$ cat config.mk
export PLATFORM = sky130hd
export DESIGN_NAME = iic_host
export DESIGN_NICKNAME = d
export VERILOG_FILES = /design/src/hw/iic_pkg.sv /design/src/hw/iic_host.sv
export SDC_FILE = /design/constraint.sdc
export NUM_CORES = 1
export LEC_CHECK = 0
export BUFFER_PORTS_ARGS = -buffer_cell sky130_fd_sc_hd__buf_2
export CAP_MARGIN = 20
export CORE_AREA = 2 2 157 97
export DETAILED_ROUTE_END_ITERATION = 10
export DIE_AREA = 0 0 159 99
export MAX_ROUTING_LAYER = met4
export PLACE_DENSITY = 0.7
export REMOVE_ABC_BUFFERS = 1
export SYNTH_ARGS = -nofsm -noshare
export SYNTH_HDL_FRONTEND = slang
export SYNTH_SLANG_ARGS = --single-unit
$ cat constraint.sdc
create_clock -name clk_sys_in -period 5.7 [get_ports clk_sys_in]
set_input_delay 0.855 -clock clk_sys_in [delete_from_list [all_inputs] [get_ports clk_sys_in]]
set_output_delay 0.855 -clock clk_sys_in [all_outputs]
set_load 0.02 [all_outputs]
$ cat src/hw/iic_pkg.sv
package iic_pkg;

  localparam int CLK_MHZ         = 40;

  // bus phase times in ns, cycle counts derived below
  localparam int T_ADDR_NS       = 50;
  localparam int T_CMD8_NS       = 500;
  localparam int T_CMD16_NS      = 125;
  localparam int T_DMA_NS        = 250;
  localparam int T_REF_NS        = 250;
  localparam int T_ZWS_NS        = 25;
  localparam int T_MASTER_MAX_NS = 15000;

  function automatic int cyc_min(input int ns);
    int c;
    c = (ns * CLK_MHZ + 999) / 1000;
    return (c < 1) ? 1 : c;
  endfunction : cyc_min

  function automatic int cyc_max(input int ns);
    int c;
    c = (ns * CLK_MHZ) / 1000;
    return (c < 1) ? 1 : c;
  endfunction : cyc_max

  localparam int CW              = 10;
  localparam logic [CW-1:0] ADDR_CYC   = CW'(cyc_min(T_ADDR_NS));
  localparam logic [CW-1:0] CMD8_CYC   = CW'(cyc_min(T_CMD8_NS));
  localparam logic [CW-1:0] CMD16_CYC  = CW'(cyc_min(T_CMD16_NS));
  localparam logic [CW-1:0] DMA_CYC    = CW'(cyc_min(T_DMA_NS));
  localparam logic [CW-1:0] REF_CYC    = CW'(cyc_min(T_REF_NS));
  localparam logic [CW-1:0] ZWS_CYC    = CW'(cyc_min(T_ZWS_NS));
  localparam logic [CW-1:0] MASTER_MAX = CW'(cyc_max(T_MASTER_MAX_NS));

  localparam int BUSCLK_HALF     = 2;
  localparam int SYNC_W          = 7;
  localparam logic [SYNC_W-1:0] SYNC_RST = 7'h7F;
  localparam logic [7:0]  REF_ADDR_RST = 8'h00;
  localparam logic [3:0]  LOW1M_TOP    = 4'h0;

  // interrupt service order, highest first
  localparam int IRQ_N = 11;
  localparam logic [3:0] IRQ_ORDER [IRQ_N] = '{
    4'h9, 4'hA, 4'hB, 4'hC, 4'hD, 4'hF, 4'h3, 4'h4, 4'h5, 4'h6, 4'h7};

  typedef enum {
    ST_IDLE,
    ST_ADDR,
    ST_CMD,
    ST_END,
    ST_MASTER
  } iic_state_t;

  typedef enum {
    K_IO,
    K_MEM,
    K_DMA,
    K_REF
  } iic_kind_t;

endpackage : iic_pkg

$ cat src/hw/iic_host.sv
`timescale 1ns/1ps
// Summary of operation
// - BALE stays high for the entire DMA cycle
// - host extends a command while IOCHRDY is held low
// - interrupt priority 9,10,11,12,13,15,3,4,5,6,7, nine highest
// - low IOCHCK reported as a card error
// - IOR low requests an I/O read; card drives data
// - IOW low requests an I/O write; card takes data
// - SMEMR/SMEMW only for memory below one megabyte
// - MEMR/MEMW low for any memory access
// - DMA channels 0-3 move bytes, 5-7 move words
// - DMA priority 0,1,2,3,5,6,7, zero highest
// - each DMA grant uses its own active-low acknowledge
// - AEN high while DMA owns address, low for CPU
// - REFRESH marks refresh cycles; a bus master may start one
// - TC pulses when a DMA count reaches terminal
// - SBHE asserted when SD8-SD15 carry valid data
// - MEMCS16/IOCS16 low makes a 16-bit one-wait-state cycle
// - 0WS low ends the cycle with no extra waits
// - RSTDRV high in reset or low voltage, else low
// - BUSCLK generated independently of the processor clock
module iic_host
  import iic_pkg::*;
#(
  parameter int BUSCLK_DIV = BUSCLK_HALF
) (
  input  wire logic        clk_sys_in,
  input  wire logic        sys_rst_in,
  input  wire logic        power_low_in,
  input  wire logic        req_valid_in,
  input  wire logic        req_write_in,
  input  wire logic        req_mem_in,
  input  wire logic        req_wide_in,
  input  wire logic [23:0] req_addr_in,
  input  wire logic [15:0] req_wdata_in,
  output logic             req_ready_out,
  output logic             resp_valid_out,
  output logic [15:0]      resp_rdata_out,
  output logic             resp_wide_out,
  input  wire logic        refresh_req_in,
  input  wire logic [7:0]  drq_in,
  input  wire logic [23:0] dma_addr_in,
  input  wire logic        dma_write_in,
  input  wire logic        dma_last_in,
  output logic [2:0]       dma_chan_out,
  output logic             dma_done_out,
  output logic [7:0]       dack_n_out,
  output logic             tc_out,
  output logic             aen_out,
  output logic             bale_out,
  output logic [19:0]      sa_out,
  output logic [23:17]     la_out,
  output logic             addr_oe_out,
  input  wire logic [15:0] sd_in,
  output logic [15:0]      sd_out,
  output logic             sd_oe_out,
  output logic             ior_n_out,
  output logic             iow_n_out,
  output logic             memr_n_out,
  output logic             memw_n_out,
  output logic             sbhe_n_out,
  output logic             cmd_oe_out,
  output logic             smemr_n_out,
  output logic             smemw_n_out,
  input  wire logic        refresh_n_in,
  output logic             refresh_n_out,
  output logic             refresh_n_oe_out,
  input  wire logic        iochrdy_in,
  input  wire logic        zws_n_in,
  input  wire logic        memcs16_n_in,
  input  wire logic        iocs16_n_in,
  input  wire logic        iochck_n_in,
  input  wire logic        master_n_in,
  input  wire logic [15:0] irq_in,
  output logic             irq_active_out,
  output logic [3:0]       irq_num_out,
  output logic             card_err_out,
  output logic             master_overtime_out,
  output logic             rstdrv_out,
  output logic             busclk_out
);

  iic_state_t        state;
  iic_kind_t         kind;
  logic [SYNC_W-1:0] sync1;
  logic [SYNC_W-1:0] sync2;
  logic              ref_prev;
  logic              rdy_s;
  logic              zws_s;
  logic              mcs16_s;
  logic              iocs16_s;
  logic              master_s;
  logic              ref_in_s;
  logic [CW-1:0]     cnt;
  logic [CW-1:0]     target;
  logic [CW-1:0]     master_cnt;
  logic [23:0]       addr;
  logic [15:0]       wdata;
  logic              wr;
  logic              wide;
  logic              cs16;
  logic              dma_wr;
  logic              dma_tc;
  logic              ref_own;
  logic              ref_pend;
  logic              ref_ext;
  logic [7:0]        ref_addr;
  logic [7:0]        drq_m;
  logic [2:0]        pick;
  logic              cmd_done;
  logic              low1m;
  logic [7:0]        bclk_cnt;

  // second flop only: first stage is never read elsewhere
  always_ff @(posedge clk_sys_in or posedge sys_rst_in) begin
    if (sys_rst_in) begin
      sync1 <= SYNC_RST;
      sync2 <= SYNC_RST;
    end else begin
      sync1 <= {refresh_n_in, master_n_in, iochck_n_in, iocs16_n_in,
                memcs16_n_in, zws_n_in, iochrdy_in};
      sync2 <= sync1;
    end
  end

  assign rdy_s    = sync2[0];
  assign zws_s    = ~sync2[1];
  assign mcs16_s  = ~sync2[2];
  assign iocs16_s = ~sync2[3];
  assign master_s = ~sync2[5];
  assign ref_in_s = ~sync2[6];

  always_ff @(posedge clk_sys_in or posedge sys_rst_in) begin
    if (sys_rst_in) begin
      card_err_out <= 1'b0;
    end else begin
      card_err_out <= ~sync2[4];
    end
  end

  always_ff @(posedge clk_sys_in or posedge sys_rst_in) begin
    if (sys_rst_in) begin
      rstdrv_out <= 1'b1;
    end else begin
      rstdrv_out <= power_low_in;
    end
  end

  // free-running divider, no phase tie to the cpu clock
  always_ff @(posedge clk_sys_in or posedge sys_rst_in) begin
    if (sys_rst_in) begin
      bclk_cnt   <= 8'h00;
      busclk_out <= 1'b0;
    end else if (bclk_cnt >= 8'(BUSCLK_DIV - 1)) begin
      bclk_cnt   <= 8'h00;
      busclk_out <= ~busclk_out;
    end else begin
      bclk_cnt <= bclk_cnt + 8'h01;
    end
  end

  always_ff @(posedge clk_sys_in or posedge sys_rst_in) begin
    if (sys_rst_in) begin
      irq_active_out <= 1'b0;
      irq_num_out    <= 4'h0;
    end else begin
      irq_active_out <= 1'b0;
      irq_num_out    <= 4'h0;
      for (int i = IRQ_N - 1; i >= 0; i--) begin
        if (irq_in[IRQ_ORDER[i]]) begin
          irq_active_out <= 1'b1;
          irq_num_out    <= IRQ_ORDER[i];
        end
      end
    end
  end

  // channel 4 is the cascade and never requests
  assign drq_m = drq_in & 8'hEF;

  always_comb begin
    pick = 3'h0;
    for (int i = 7; i >= 0; i--) begin
      if (drq_m[i]) begin
        pick = 3'(i);
      end
    end
  end

  // pending refresh: new request wins over the clear
  always_ff @(posedge clk_sys_in or posedge sys_rst_in) begin
    if (sys_rst_in) begin
      ref_pend <= 1'b0;
    end else if (refresh_req_in) begin
      ref_pend <= 1'b1;
    end else if (state == ST_ADDR && kind == K_REF) begin
      ref_pend <= 1'b0;
    end
  end

  // falling edge of the external refresh line; own drive masked
  always_ff @(posedge clk_sys_in or posedge sys_rst_in) begin
    if (sys_rst_in) begin
      ref_prev <= 1'b0;
    end else begin
      ref_prev <= ref_in_s;
    end
  end
  assign ref_ext = ref_in_s & ~ref_prev & ~ref_own &
                   (state == ST_IDLE || state == ST_MASTER);

  always_ff @(posedge clk_sys_in or posedge sys_rst_in) begin
    if (sys_rst_in) begin
      master_cnt          <= '0;
      master_overtime_out <= 1'b0;
    end else if (!master_s) begin
      master_cnt          <= '0;
      master_overtime_out <= 1'b0;
    end else if (master_cnt >= MASTER_MAX) begin
      master_overtime_out <= 1'b1;
    end else begin
      master_cnt <= master_cnt + 1'b1;
    end
  end

  always_comb begin
    case (kind)
      K_DMA:   target = DMA_CYC;
      K_REF:   target = REF_CYC;
      default: target = cs16 ? CMD16_CYC : CMD8_CYC;
    endcase
  end

  // ready held low stretches; 0ws cuts the waits short
  assign cmd_done = rdy_s && (cnt >= target - 1'b1 ||
                    (zws_s && cnt >= ZWS_CYC - 1'b1));

  assign req_ready_out = (state == ST_IDLE) && !ref_pend && !ref_ext &&
                         (drq_m == 8'h00) && !master_s;

  // main bus sequencer
  always_ff @(posedge clk_sys_in or posedge sys_rst_in) begin
    if (sys_rst_in) begin
      state    <= ST_IDLE;
      kind     <= K_IO;
      cnt      <= '0;
      addr     <= 24'h000000;
      wdata    <= 16'h0000;
      wr       <= 1'b0;
      wide     <= 1'b0;
      dma_wr   <= 1'b0;
      dma_tc   <= 1'b0;
      ref_own  <= 1'b0;
      ref_addr <= REF_ADDR_RST;
      dma_chan_out <= 3'h0;
    end else begin
      case (state)
        ST_IDLE, ST_MASTER: begin
          cnt <= '0;
          if (ref_pend || ref_ext) begin
            state    <= ST_ADDR;
            kind     <= K_REF;
            ref_own  <= ~ref_ext;
            addr     <= {16'h0000, ref_addr};
            ref_addr <= ref_addr + 8'h01;
            wr       <= 1'b0;
            wide     <= 1'b0;
          end else if (master_s) begin
            state <= ST_MASTER;
          end else if (state == ST_MASTER) begin
            state <= ST_IDLE;
          end else if (drq_m != 8'h00) begin
            state        <= ST_ADDR;
            kind         <= K_DMA;
            dma_chan_out <= pick;
            addr         <= dma_addr_in;
            dma_wr       <= dma_write_in;
            dma_tc       <= dma_last_in;
            wide         <= pick[2];
          end else if (req_valid_in) begin
            state <= ST_ADDR;
            kind  <= req_mem_in ? K_MEM : K_IO;
            addr  <= req_addr_in;
            wdata <= req_wdata_in;
            wr    <= req_write_in;
            wide  <= req_wide_in;
          end
        end
        ST_ADDR: begin
          if (cnt >= ADDR_CYC - 1'b1) begin
            state <= ST_CMD;
            cnt   <= '0;
          end else begin
            cnt <= cnt + 1'b1;
          end
        end
        ST_CMD: begin
          if (cmd_done) begin
            state <= ST_END;
          end else begin
            cnt <= cnt + 1'b1;
          end
        end
        ST_END: begin
          state   <= ST_IDLE;
          ref_own <= 1'b0;
        end
        default: state <= ST_IDLE;
      endcase
    end
  end

  // 16-bit width seen from the card during the cycle
  always_ff @(posedge clk_sys_in or posedge sys_rst_in) begin
    if (sys_rst_in) begin
      cs16 <= 1'b0;
    end else if (state == ST_IDLE) begin
      cs16 <= 1'b0;
    end else if ((kind == K_MEM && mcs16_s) ||
                 (kind == K_IO && iocs16_s)) begin
      cs16 <= 1'b1;
    end
  end

  // completion pulses and read capture
  always_ff @(posedge clk_sys_in or posedge sys_rst_in) begin
    if (sys_rst_in) begin
      resp_valid_out <= 1'b0;
      resp_rdata_out <= 16'h0000;
      resp_wide_out  <= 1'b0;
      dma_done_out   <= 1'b0;
      tc_out         <= 1'b0;
    end else begin
      resp_valid_out <= 1'b0;
      dma_done_out   <= 1'b0;
      tc_out         <= 1'b0;
      if (state == ST_CMD && cmd_done) begin
        if (kind == K_IO || kind == K_MEM) begin
          resp_valid_out <= 1'b1;
          resp_wide_out  <= wide & cs16;
          resp_rdata_out <= (wide & cs16) ? sd_in : {8'h00, sd_in[7:0]};
        end
        if (kind == K_DMA) begin
          dma_done_out <= 1'b1;
          tc_out       <= dma_tc;
        end
      end
    end
  end

  // small-memory strobes only for addresses inside the first megabyte
  assign low1m = (addr[23:20] == LOW1M_TOP);

  always_comb begin
    logic busy;
    logic strobe;
    busy   = (state == ST_ADDR) || (state == ST_CMD) || (state == ST_END);
    strobe = (state == ST_CMD);
    addr_oe_out = busy;
    cmd_oe_out  = busy;
    sa_out      = addr[19:0];
    la_out      = addr[23:17];
    aen_out     = busy && kind == K_DMA;
    bale_out    = (state == ST_ADDR) || (busy && kind == K_DMA);
    sd_out      = wdata;
    sd_oe_out   = busy && wr && (kind == K_IO || kind == K_MEM);
    ior_n_out   = ~(strobe && ((kind == K_IO && !wr) ||
                               (kind == K_DMA && dma_wr)));
    iow_n_out   = ~(strobe && ((kind == K_IO && wr) ||
                               (kind == K_DMA && !dma_wr)));
    memr_n_out  = ~(strobe && ((kind == K_MEM && !wr) || kind == K_REF ||
                               (kind == K_DMA && !dma_wr)));
    memw_n_out  = ~(strobe && ((kind == K_MEM && wr) ||
                               (kind == K_DMA && dma_wr)));
    smemr_n_out = memr_n_out | ~low1m;
    smemw_n_out = memw_n_out | ~low1m;
    sbhe_n_out  = ~(busy && wide && kind != K_REF);
    dack_n_out  = 8'hFF;
    if (busy && kind == K_DMA) begin
      dack_n_out[dma_chan_out] = 1'b0;
    end
    refresh_n_out    = 1'b0;
    refresh_n_oe_out = busy && kind == K_REF && ref_own;
  end

endmodule : iic_host

==> results of run 1 <==
==> layer usage <==
metal,up-vias,wire (µm),share of wire
li1,2443,-,-
met1,2417,7410,0.46
met2,203,7410,0.46
met3,9,1030,0.064
met4,0,174,0.011
met5,-,0,0
==> stage by stage <==
step                cell area [µm²]  power [mW]  setup slack, ns
floorplan                      6200        2.04             1.26
global placement               7520        2.43             2.25
detailed placement             7520        2.46             2.16
CTS                            8100        3.53             2.60
global route                   8100        3.70             2.40
finish                         8100        3.48             2.60
==> power by group <==
group,internal [mW],leakage (nW),switching (mW)
logic,0.402,2.00,0.733
registers,1.13,1.74,0.168
clock network,0.630,0.278,0.421
total,2.16,4.02,1.32
==> worst max path at each step <==
stage | startpoint | to | slack (ns) | depth (start not counted)
2_1_floorplan | sys_rst_in | addr[0] | 1.26 | 1
3_3_place_gp | drq_in[0] | addr[3] | 2.25 | 6
3_5_place_dp | drq_in[0] | addr[7] | 2.16 | 6
4_1_cts | state[0] | dack_n_out[7] | 2.60 | 6
5_1_grt | drq_in[5] | addr[4] | 2.40 | 6
6_report | state[0] | dack_n_out[7] | 2.60 | 6
==> flip-flops by register name, indices dropped and copies added (netlist names), 2 cells and up <==
name and count:
addr 24, resp_rdata_out 16, sd_out 16, cnt 10
master_cnt 10, bclk_cnt 8, ref_addr 8, sync1 7
sync2 7, irq_num_out 4, dma_chan_out 3, state 3
kind 2
==> layout by cell type, fill, tap and decap left out, types with 3 or more instances in the layout <==
cell type  Yosys  routed
clkbuf_16      0      17
conb_1         2       7
buf_2          8     211
dfrtp_1      120     120
and3_1         9       9
mux2i_1       26      26
mux2_2        27      27
xnor2_1       15      15
o31ai_1       22      22
inv_6          0       6
nor3_1        10      10
a2bb2oi_1      3       3
nand4_1        7       7
a31oi_1        5       5
or2_2          4       4
xor2_1         4       4
a22o_1         9       9
nand2b_1       8       8
o21ai_0       11      11
nand3_1       14      14
nor2_1        38      38
a21o_1        14      14
ha_1          14      14
inv_1         21      20
a21oi_1       15      15
nor2b_1        3       3
a211oi_1      12      12
nand2_1       58      58
nor4_1         7       7
o21a_1         3       3
and2_1         5       4
dfstp_2       15      15
==> layout make-up <==
type / count / area (µm²) / area share
clock buffers: 20 / 457 / 0.0564
repair buffers: 212 / 1060 / 0.131
inverters: 21 / 83.8 / 0.0104
flip-flops and latches: 135 / 3400 / 0.420
well taps: 198 / 248 / 0.0306
multi-input cells: 389 / 2730 / 0.337
clock inverters: 12 / 116 / 0.0144
==> logic make-up after synthesis <==
family / Yosys count / share of synthesized area
AOI/OAI and AO/OA: 115 / 0.138
muxes: 53 / 0.0892
xor gates and xnor gates: 19 / 0.0263
other: 2 / 0.00119
adders and majority gates: 14 / 0.0277
buffers and inverters: 49 / 0.0348
and+or+nand+nor: 181 / 0.146
DFF: 135 / 0.537
==> worst reg2reg max path, cell delays in order, from the launching register on <==
cell and delay [ns]:
dfrtp_1 0.56, nor2_1 0.26, a21oi_2 0.70, a32o_2 0.99, a211oi_1 0.12, a21o_1 0.20
==> metrics.txt, run 1 <==
status=completed; Syn Inst Count=~570; All-Layer GR Usage=0.213; Yosys top cell by area=dfrtp_1; worst clock skew=0.0133 ns; number of diodes=0; most frequent cell after synthesis=dfrtp_1; async set-reset flop share out of synthesis=1.00; placed cell count=955; worst hold slack=0.356 ns; worst hold path class=reg -> reg; R2R Path End=addr[6]; post-synthesis register bit count=135; Setup TNS=0 ns; clk root buf=clkbuf_16; initial antenna violation count=0; layout net count=911; number of DRC markers in iteration 0=283; WP buf/inv=2; fin cells=987; Max Clock Freq=roughly 320 MHz; number of synthesis warnings=0; Setup crit end kind=output port; worst setup path class=reg -> out; Die Area=15700 µm²; WP data arrival=2.24 ns; Pleak=4.02 nW; Die H=99 µm; worst hold start=sync1[0]; Crit path max-delay family=simple AND/OR/NAND/NOR gates; GRT met2 Usage=0.334; fraction of layout cells with a size suffix above 1=0.388; # hold bufs at CTS=0; setup bufs post-CTS=0; Initial Util=0.443; Slew Limit Fails=0; worst flop-to-flop path startpoint=state[0]; largest net degree at the start of global routing=87; clock tree buffer depth=2; CTS clk-pin slew, worst paths=0.06 ns; CTS tree=done; hold path depth=0; global-route wire length before repair=25700 µm; Final Hold Vio Count=0; global routing met3 resource utilization=0.0480; RSZ-0062 raised after global routing=false; Vias/cell=5.14; Syn Std Cell Area=~6300 µm²; busiest grt layer=met2; Post-CTS Resized=0; Top FF cell, synth=dfrtp_1; Req. time, crit path=4.85 ns; CP startpoint kind=flop; fin crit period=~3.1 ns; final setup fails=0; Buffers on Ports=211; H-tree Lvls=4; Yosys cell types=60; Post-synth EDFFs=0; average size of a mapped cell=11.1 µm²; drt wl/cell=around 16 µm; slowest stage delay, CP=0.56 ns; RePlAce Congestion=roughly 0.88; filler instances=approximately 1200; Clk Latency, worst-skew pair=approximately 0.41 ns; Worst Tran Pin Value=1.00 ns; CP Cell Sequence=nor2_1, or3_1, inv_1, and2_1, nand3_1, buf_2; Num CTS Buffers=17; max cap viols=0; Final ANT Viol Nets=0; overflow left after global routing=0; synth cell count leaders=120 x dfrtp_1, 58 x nand2_1, 38 x nor2_1; Worst R2R Setup Slack=2.76 ns; final wirelength=16000 µm; vias in the first global route=5114; DR DRC count=0; CP max FO=12; hold endpoint=sync2[0]; Boundary Pins=219; ranking of synthesized cells by area=dfrtp_1 47%, dfstp_2 6.2%, mux2_2 4.8%; Worst slew margin=0.330; DR vias=5072; Final Util=0.566; DRT Pass-1 Iters=4; CP max stage cell=nor2_1; detailed placer's ending HPWL=12200 µm; core region area=14300 µm²; CTS sink cnt=around 140; GR Util met1=0.280; Rows=34; worst vdd ir=0.000273 V; sequential share of the synthesized area=0.537; pwr/cell area=around 430 nW/µm²; share of the synthesized area in the top cell type=0.475; Tcrit/Tclk final=0.543; cells on worst reg2reg path=5; Die W=159 µm; Syn-to-layout area delta=28.0%
Note: power is estimated with default switching activity, not from simulation.
==> run 2, diff against run 1 <==
- clock period: 5.7 -> 2.9 ns (I/O delays scaled with it)
==> run 2 against run 1 <==
Net effect:
- critical path depth unchanged
- via count up 1.9%
- register-to-register slack worse by 2.5 ns
- cell area up 1.1%
- worst setup slack worse by 2.4 ns
==> metrics.txt, run 2 (synthesized netlist as in run 1, its figures left out) <==
clk root buf=clkbuf_16; initial antenna violation count=0; Setup crit end kind=output port; DR DRC count=0; Die Area=15700 µm²; # hold bufs at CTS=0; Slew Limit Fails=0; H-tree Lvls=4; Final ANT Viol Nets=0; Clk Latency, worst-skew pair=roughly 0.4 ns; Rows=34; hold path depth=1; RSZ-0062 raised after global routing=false; CTS tree=done; DR vias=a little over 5000; worst setup path class=reg -> out; CP startpoint kind=flop; WP data arrival=roughly 2.3 ns; cells on worst reg2reg path=8; Biggest register=addr; worst flop-to-flop path startpoint=kind[1]; global-route wire length before repair=26300 µm; pwr/cell area=863 nW/µm²; filler instances=1231; R2R Path End=resp_rdata_out[1]; detailed placer's ending HPWL=around 12000 µm; max cap viols=0; Worst Tran Pin Value=1.02 ns; Syn-to-layout area delta=29.4%; DRT Pass-1 Iters=4; number of DRC markers in iteration 0=408; Die W=159 µm; number of diodes=0; worst vdd ir=roughly 0.00038 V; final setup fails=0; max reg flops=24; overflow left after global routing=0; CP endpoint=dack_n_out[7]; Buffers on Ports=211; Initial Util=0.443; Worst Setup SP=state[0]; CP max FO=12; fin crit period=around 2.7 ns; Final Hold Vio Count=0; Worst R2R Setup Slack=approximately 0.24 ns; worst clock skew=about 0.013 ns; multi-input combinational cell area=2740 µm²; worst hold path class=in -> reg; drt wl/cell=approximately 17 µm; slowest stage delay, CP=0.58 ns; status=completed; fraction of layout cells with a size suffix above 1=0.393; worst hold start=iochck_n_in; Worst slew margin=0.319; Boundary Pins=219; Final Util=0.573; Die H=about 99 µm; Max Clock Freq=370 MHz; Register Area=3400 µm²; largest net degree at the start of global routing=between 70 and 80; Req. time, crit path=~2.5 ns; Setup TNS=0 ns; Tcrit/Tclk final=0.931; Vias/cell=5.20; clock tree buffer depth=2; RePlAce Congestion=0.871; Num CTS Buffers=17; CP max stage cell=dfrtp_1; core region area=14300 µm²; vias in the first global route=5187; Pleak=4.07 nW; most frequent cells in the layout=211 x buf_2, 120 x dfrtp_1, 58 x nand2_1; CTS sink cnt=about 140; CTS clk-pin slew, worst paths=0.07 ns; final wirelength=approximately 16000 µm; All-Layer GR Usage=0.219; layout net count=slightly above 900; commonest non-fill, non-tap cell in the layout=buf_2; CP Cell Sequence=nor2_1, or3_1, inv_1, and2_1, nand3_1, buf_2
==> run 2: critical path: cells and delay by family, from the launching register on <==
family | cells | cell delay, ns
buf+inv | 2 | 0.26
simple gates | 4 | 1.02
flops | 1 | 0.58
==> run 2: where the power goes <==
group / internal (mW) / switching, mW / leakage, nW
Combinational: 0.829 / 1.47 / 2.04
Clock: 1.32 / 0.889 / 0.293
Sequential: 2.22 / 0.337 / 1.74
==> run 2: per-stage QoR <==
stage          setup WS, ns  hold WS [ns]  power (mW)  area, µm²  cells
3_3_place_gp          0.334         0.347        4.83       7580    962
3_5_place_dp          0.195         0.347        4.90       7580    962
5_1_grt              0.0221        0.0918        7.49       8190    994
4_1_cts               0.148        0.0950        7.14       8180    994
6_report              0.200         0.112        7.06       8190    994
2_1_floorplan         -1.12         0.345        4.01       6200    545
==> run 2: worst min-delay path by stage <==
stage            endpoint  slack [ns]
2_1_floorplan    sync2[0]        0.35
3_3_place_gp     sync2[3]        0.35
3_5_place_dp     sync2[2]        0.35
4_1_cts          sync1[4]         0.1
5_1_grt        rstdrv_out        0.09
6_report         sync1[4]        0.11
==> run 2: layout make-up <==
class                           count  share of cell area
Clock buffer                       19              0.0541
Timing Repair Buffer              219               0.136
Tap cell                          198              0.0303
Clock inverter                     13              0.0196
Multi-Input combinational cell    389               0.335
Inverter                           21              0.0102
Sequential cell                   135               0.415
==> run 2: metal layers <==
metal | wire length (µm) | GRT usage | up-vias
li1 | - | - | 2466
met1 | 7740 | 0.288 | 2500
met2 | 7650 | 0.346 | 189
met3 | 941 | 0.0505 | 11
met4 | 140 | 0.0552 | 0
met5 | 0 | - | -
==> run 2: what timing repair did <==
item | 4_1_cts | 5_1_grt
resized for setup | 0 | 1
setup endpoints to repair | 0 | 8
buffers inserted | 0 | 0
==> run 3, diff against run 2 <==
- CORE_AREA: 2 2 157 97 -> 2 2 122 124
- DIE_AREA: 0 0 159 99 -> 0 0 124 126
==> run 3 against run 2 <==
Net effect:
- register-to-register slack gained 0.03 ns
- routed wire length fell by 4.4%
- critical endpoint unchanged
- critical path type unchanged
- maximum frequency grew 0.84%
- largest cell class unchanged
- cell area up 0.21%
==> metrics.txt, run 3 (synthesized netlist as in run 1, its figures left out) <==
Final ANT Viol Nets=0; commonest non-fill, non-tap cell in the layout=buf_2; largest net degree at the start of global routing=65; Worst Setup SP=state[0]; CP startpoint kind=flop; overflow left after global routing=0; Clk Latency, worst-skew pair=0.42 ns; worst hold path class=in -> async; DR vias=5128; core region area=roughly 14000 µm²; Max Clock Freq=about 370 MHz; Initial Util=0.442; Slew Limit Fails=0; cells on worst reg2reg path=8; Post-CTS Resized=0; DR DRC count=0; layout net count=approximately 920; All-Layer GR Usage=0.220; Biggest register=addr; clk root buf=clkbuf_16; setup bufs post-CTS=0; CTS sink cnt=135; WP data arrival=2.24 ns; CTS tree=done; Rows=44; Die W=approximately 120 µm; GR Util met1=0.273; busiest grt layer=met2; R2R Path End=resp_rdata_out[1]; clock tree buffer depth=2; Req. time, crit path=2.47 ns; max cap viols=0; global routing met3 resource utilization=0.0471; CP max FO=12; Vias/cell=5.25; vias in the first global route=5214; Final Util=0.573; CP endpoint=dack_n_out[7]; RSZ-0062 raised after global routing=false; Worst slew margin=0.319; number of DRC markers in iteration 0=248; Worst Tran Pin Value=1.02 ns; Syn-to-layout area delta=29.7%; CTS clk-pin slew, worst paths=0.06 ns; Setup crit end kind=output port; Setup TNS=0 ns; final setup fails=0; Power Total=7.11 mW; Num CTS Buffers=17; GRT met2 Usage=0.358; H-tree Lvls=4; Buffers on Ports=approximately 210; worst flop-to-flop path startpoint=kind[1]; detailed placer's ending HPWL=roughly 12000 µm; global-route wire length before repair=25700 µm; Tcrit/Tclk final=0.923; worst setup path class=reg -> out; Pleak=4.08 nW; Die Area=approximately 16000 µm²; number of diodes=0; initial antenna violation count=0; # hold bufs at CTS=0; worst clock skew=0.00593 ns; DRT Pass-1 Iters=4; fraction of layout cells with a size suffix above 1=0.393; RePlAce Congestion=~0.86; Final Hold Vio Count=0; Die H=126 µm; placed cell count=945; Boundary Pins=between 200 and 250; worst vdd ir=just over 0.0005 V; fin cells=977; drt wl/cell=16.1 µm; pwr/cell area=867 nW/µm²; status=completed; final wirelength=15800 µm; most frequent cells in the layout=211 x buf_2, 119 x dfrtp_1, 58 x nand2_1; max reg flops=24; fin crit period=2.68 ns; Worst R2R Setup Slack=0.27 ns
-- run 3: critical path, cell delays in order, from the launching register on --
cell and delay (ns):
dfrtp_2 0.49, nor2_1 0.15, buf_4 0.18, or3_1 0.44, inv_1 0.11, and2_1 0.20, nand3_1 0.09, buf_2 0.17
-- run 3: power by group --
group / leakage [nW] / switching, mW / internal (mW)
clock network: 0.309 / 0.794 / 1.51
logic: 2.03 / 1.45 / 0.808
registers: 1.74 / 0.326 / 2.23
total: 4.08 / 2.57 / 4.54
-- run 3: how the worst min path moves through the flow --
stage | start | end | slack, ns | cells past startpoint
after global routing | sys_rst_in | sd_out[8] | 0.1 | 2
after CTS | sys_rst_in | sd_out[9] | 0.07 | 2
after detailed placement | sync1[3] | sync2[3] | 0.35 | 0
after floorplan | sync1[0] | sync2[0] | 0.35 | 0
final | sys_rst_in | sd_out[8] | 0.06 | 2
after global placement | sync1[5] | sync2[5] | 0.35 | 0
-- run 3: layout make-up --
class | count | area, µm²
clock buffer | 21 | 470
clock inverter | 11 | 171
fill | 1261 | 6110
inverter | 21 | 81.3
multi-input combinational | 389 | 2750
sequential | 135 | 3400
tap | 184 | 230
timing repair buffer | 216 | 1110
-- run 3: per-layer routing --
| metal | wire [µm] | up-vias |
|---|---|---|
| li1 | - | 2452 |
| met5 | 0 | - |
| met1 | 6640 | 2539 |
| met3 | 726 | 18 |
| met4 | 212 | 0 |
| met2 | 8180 | 119 |
-- run 3: per-stage QoR --
stage                     hold WS [ns]  area (µm²)  setup WS, ns
final                           0.0627        8210         0.223
after global routing            0.0972        8210         0.101
after CTS                       0.0719        8190        0.0942
after detailed placement         0.347        7550         0.232
after global placement           0.347        7550         0.356
after floorplan                  0.345        6200         -1.12
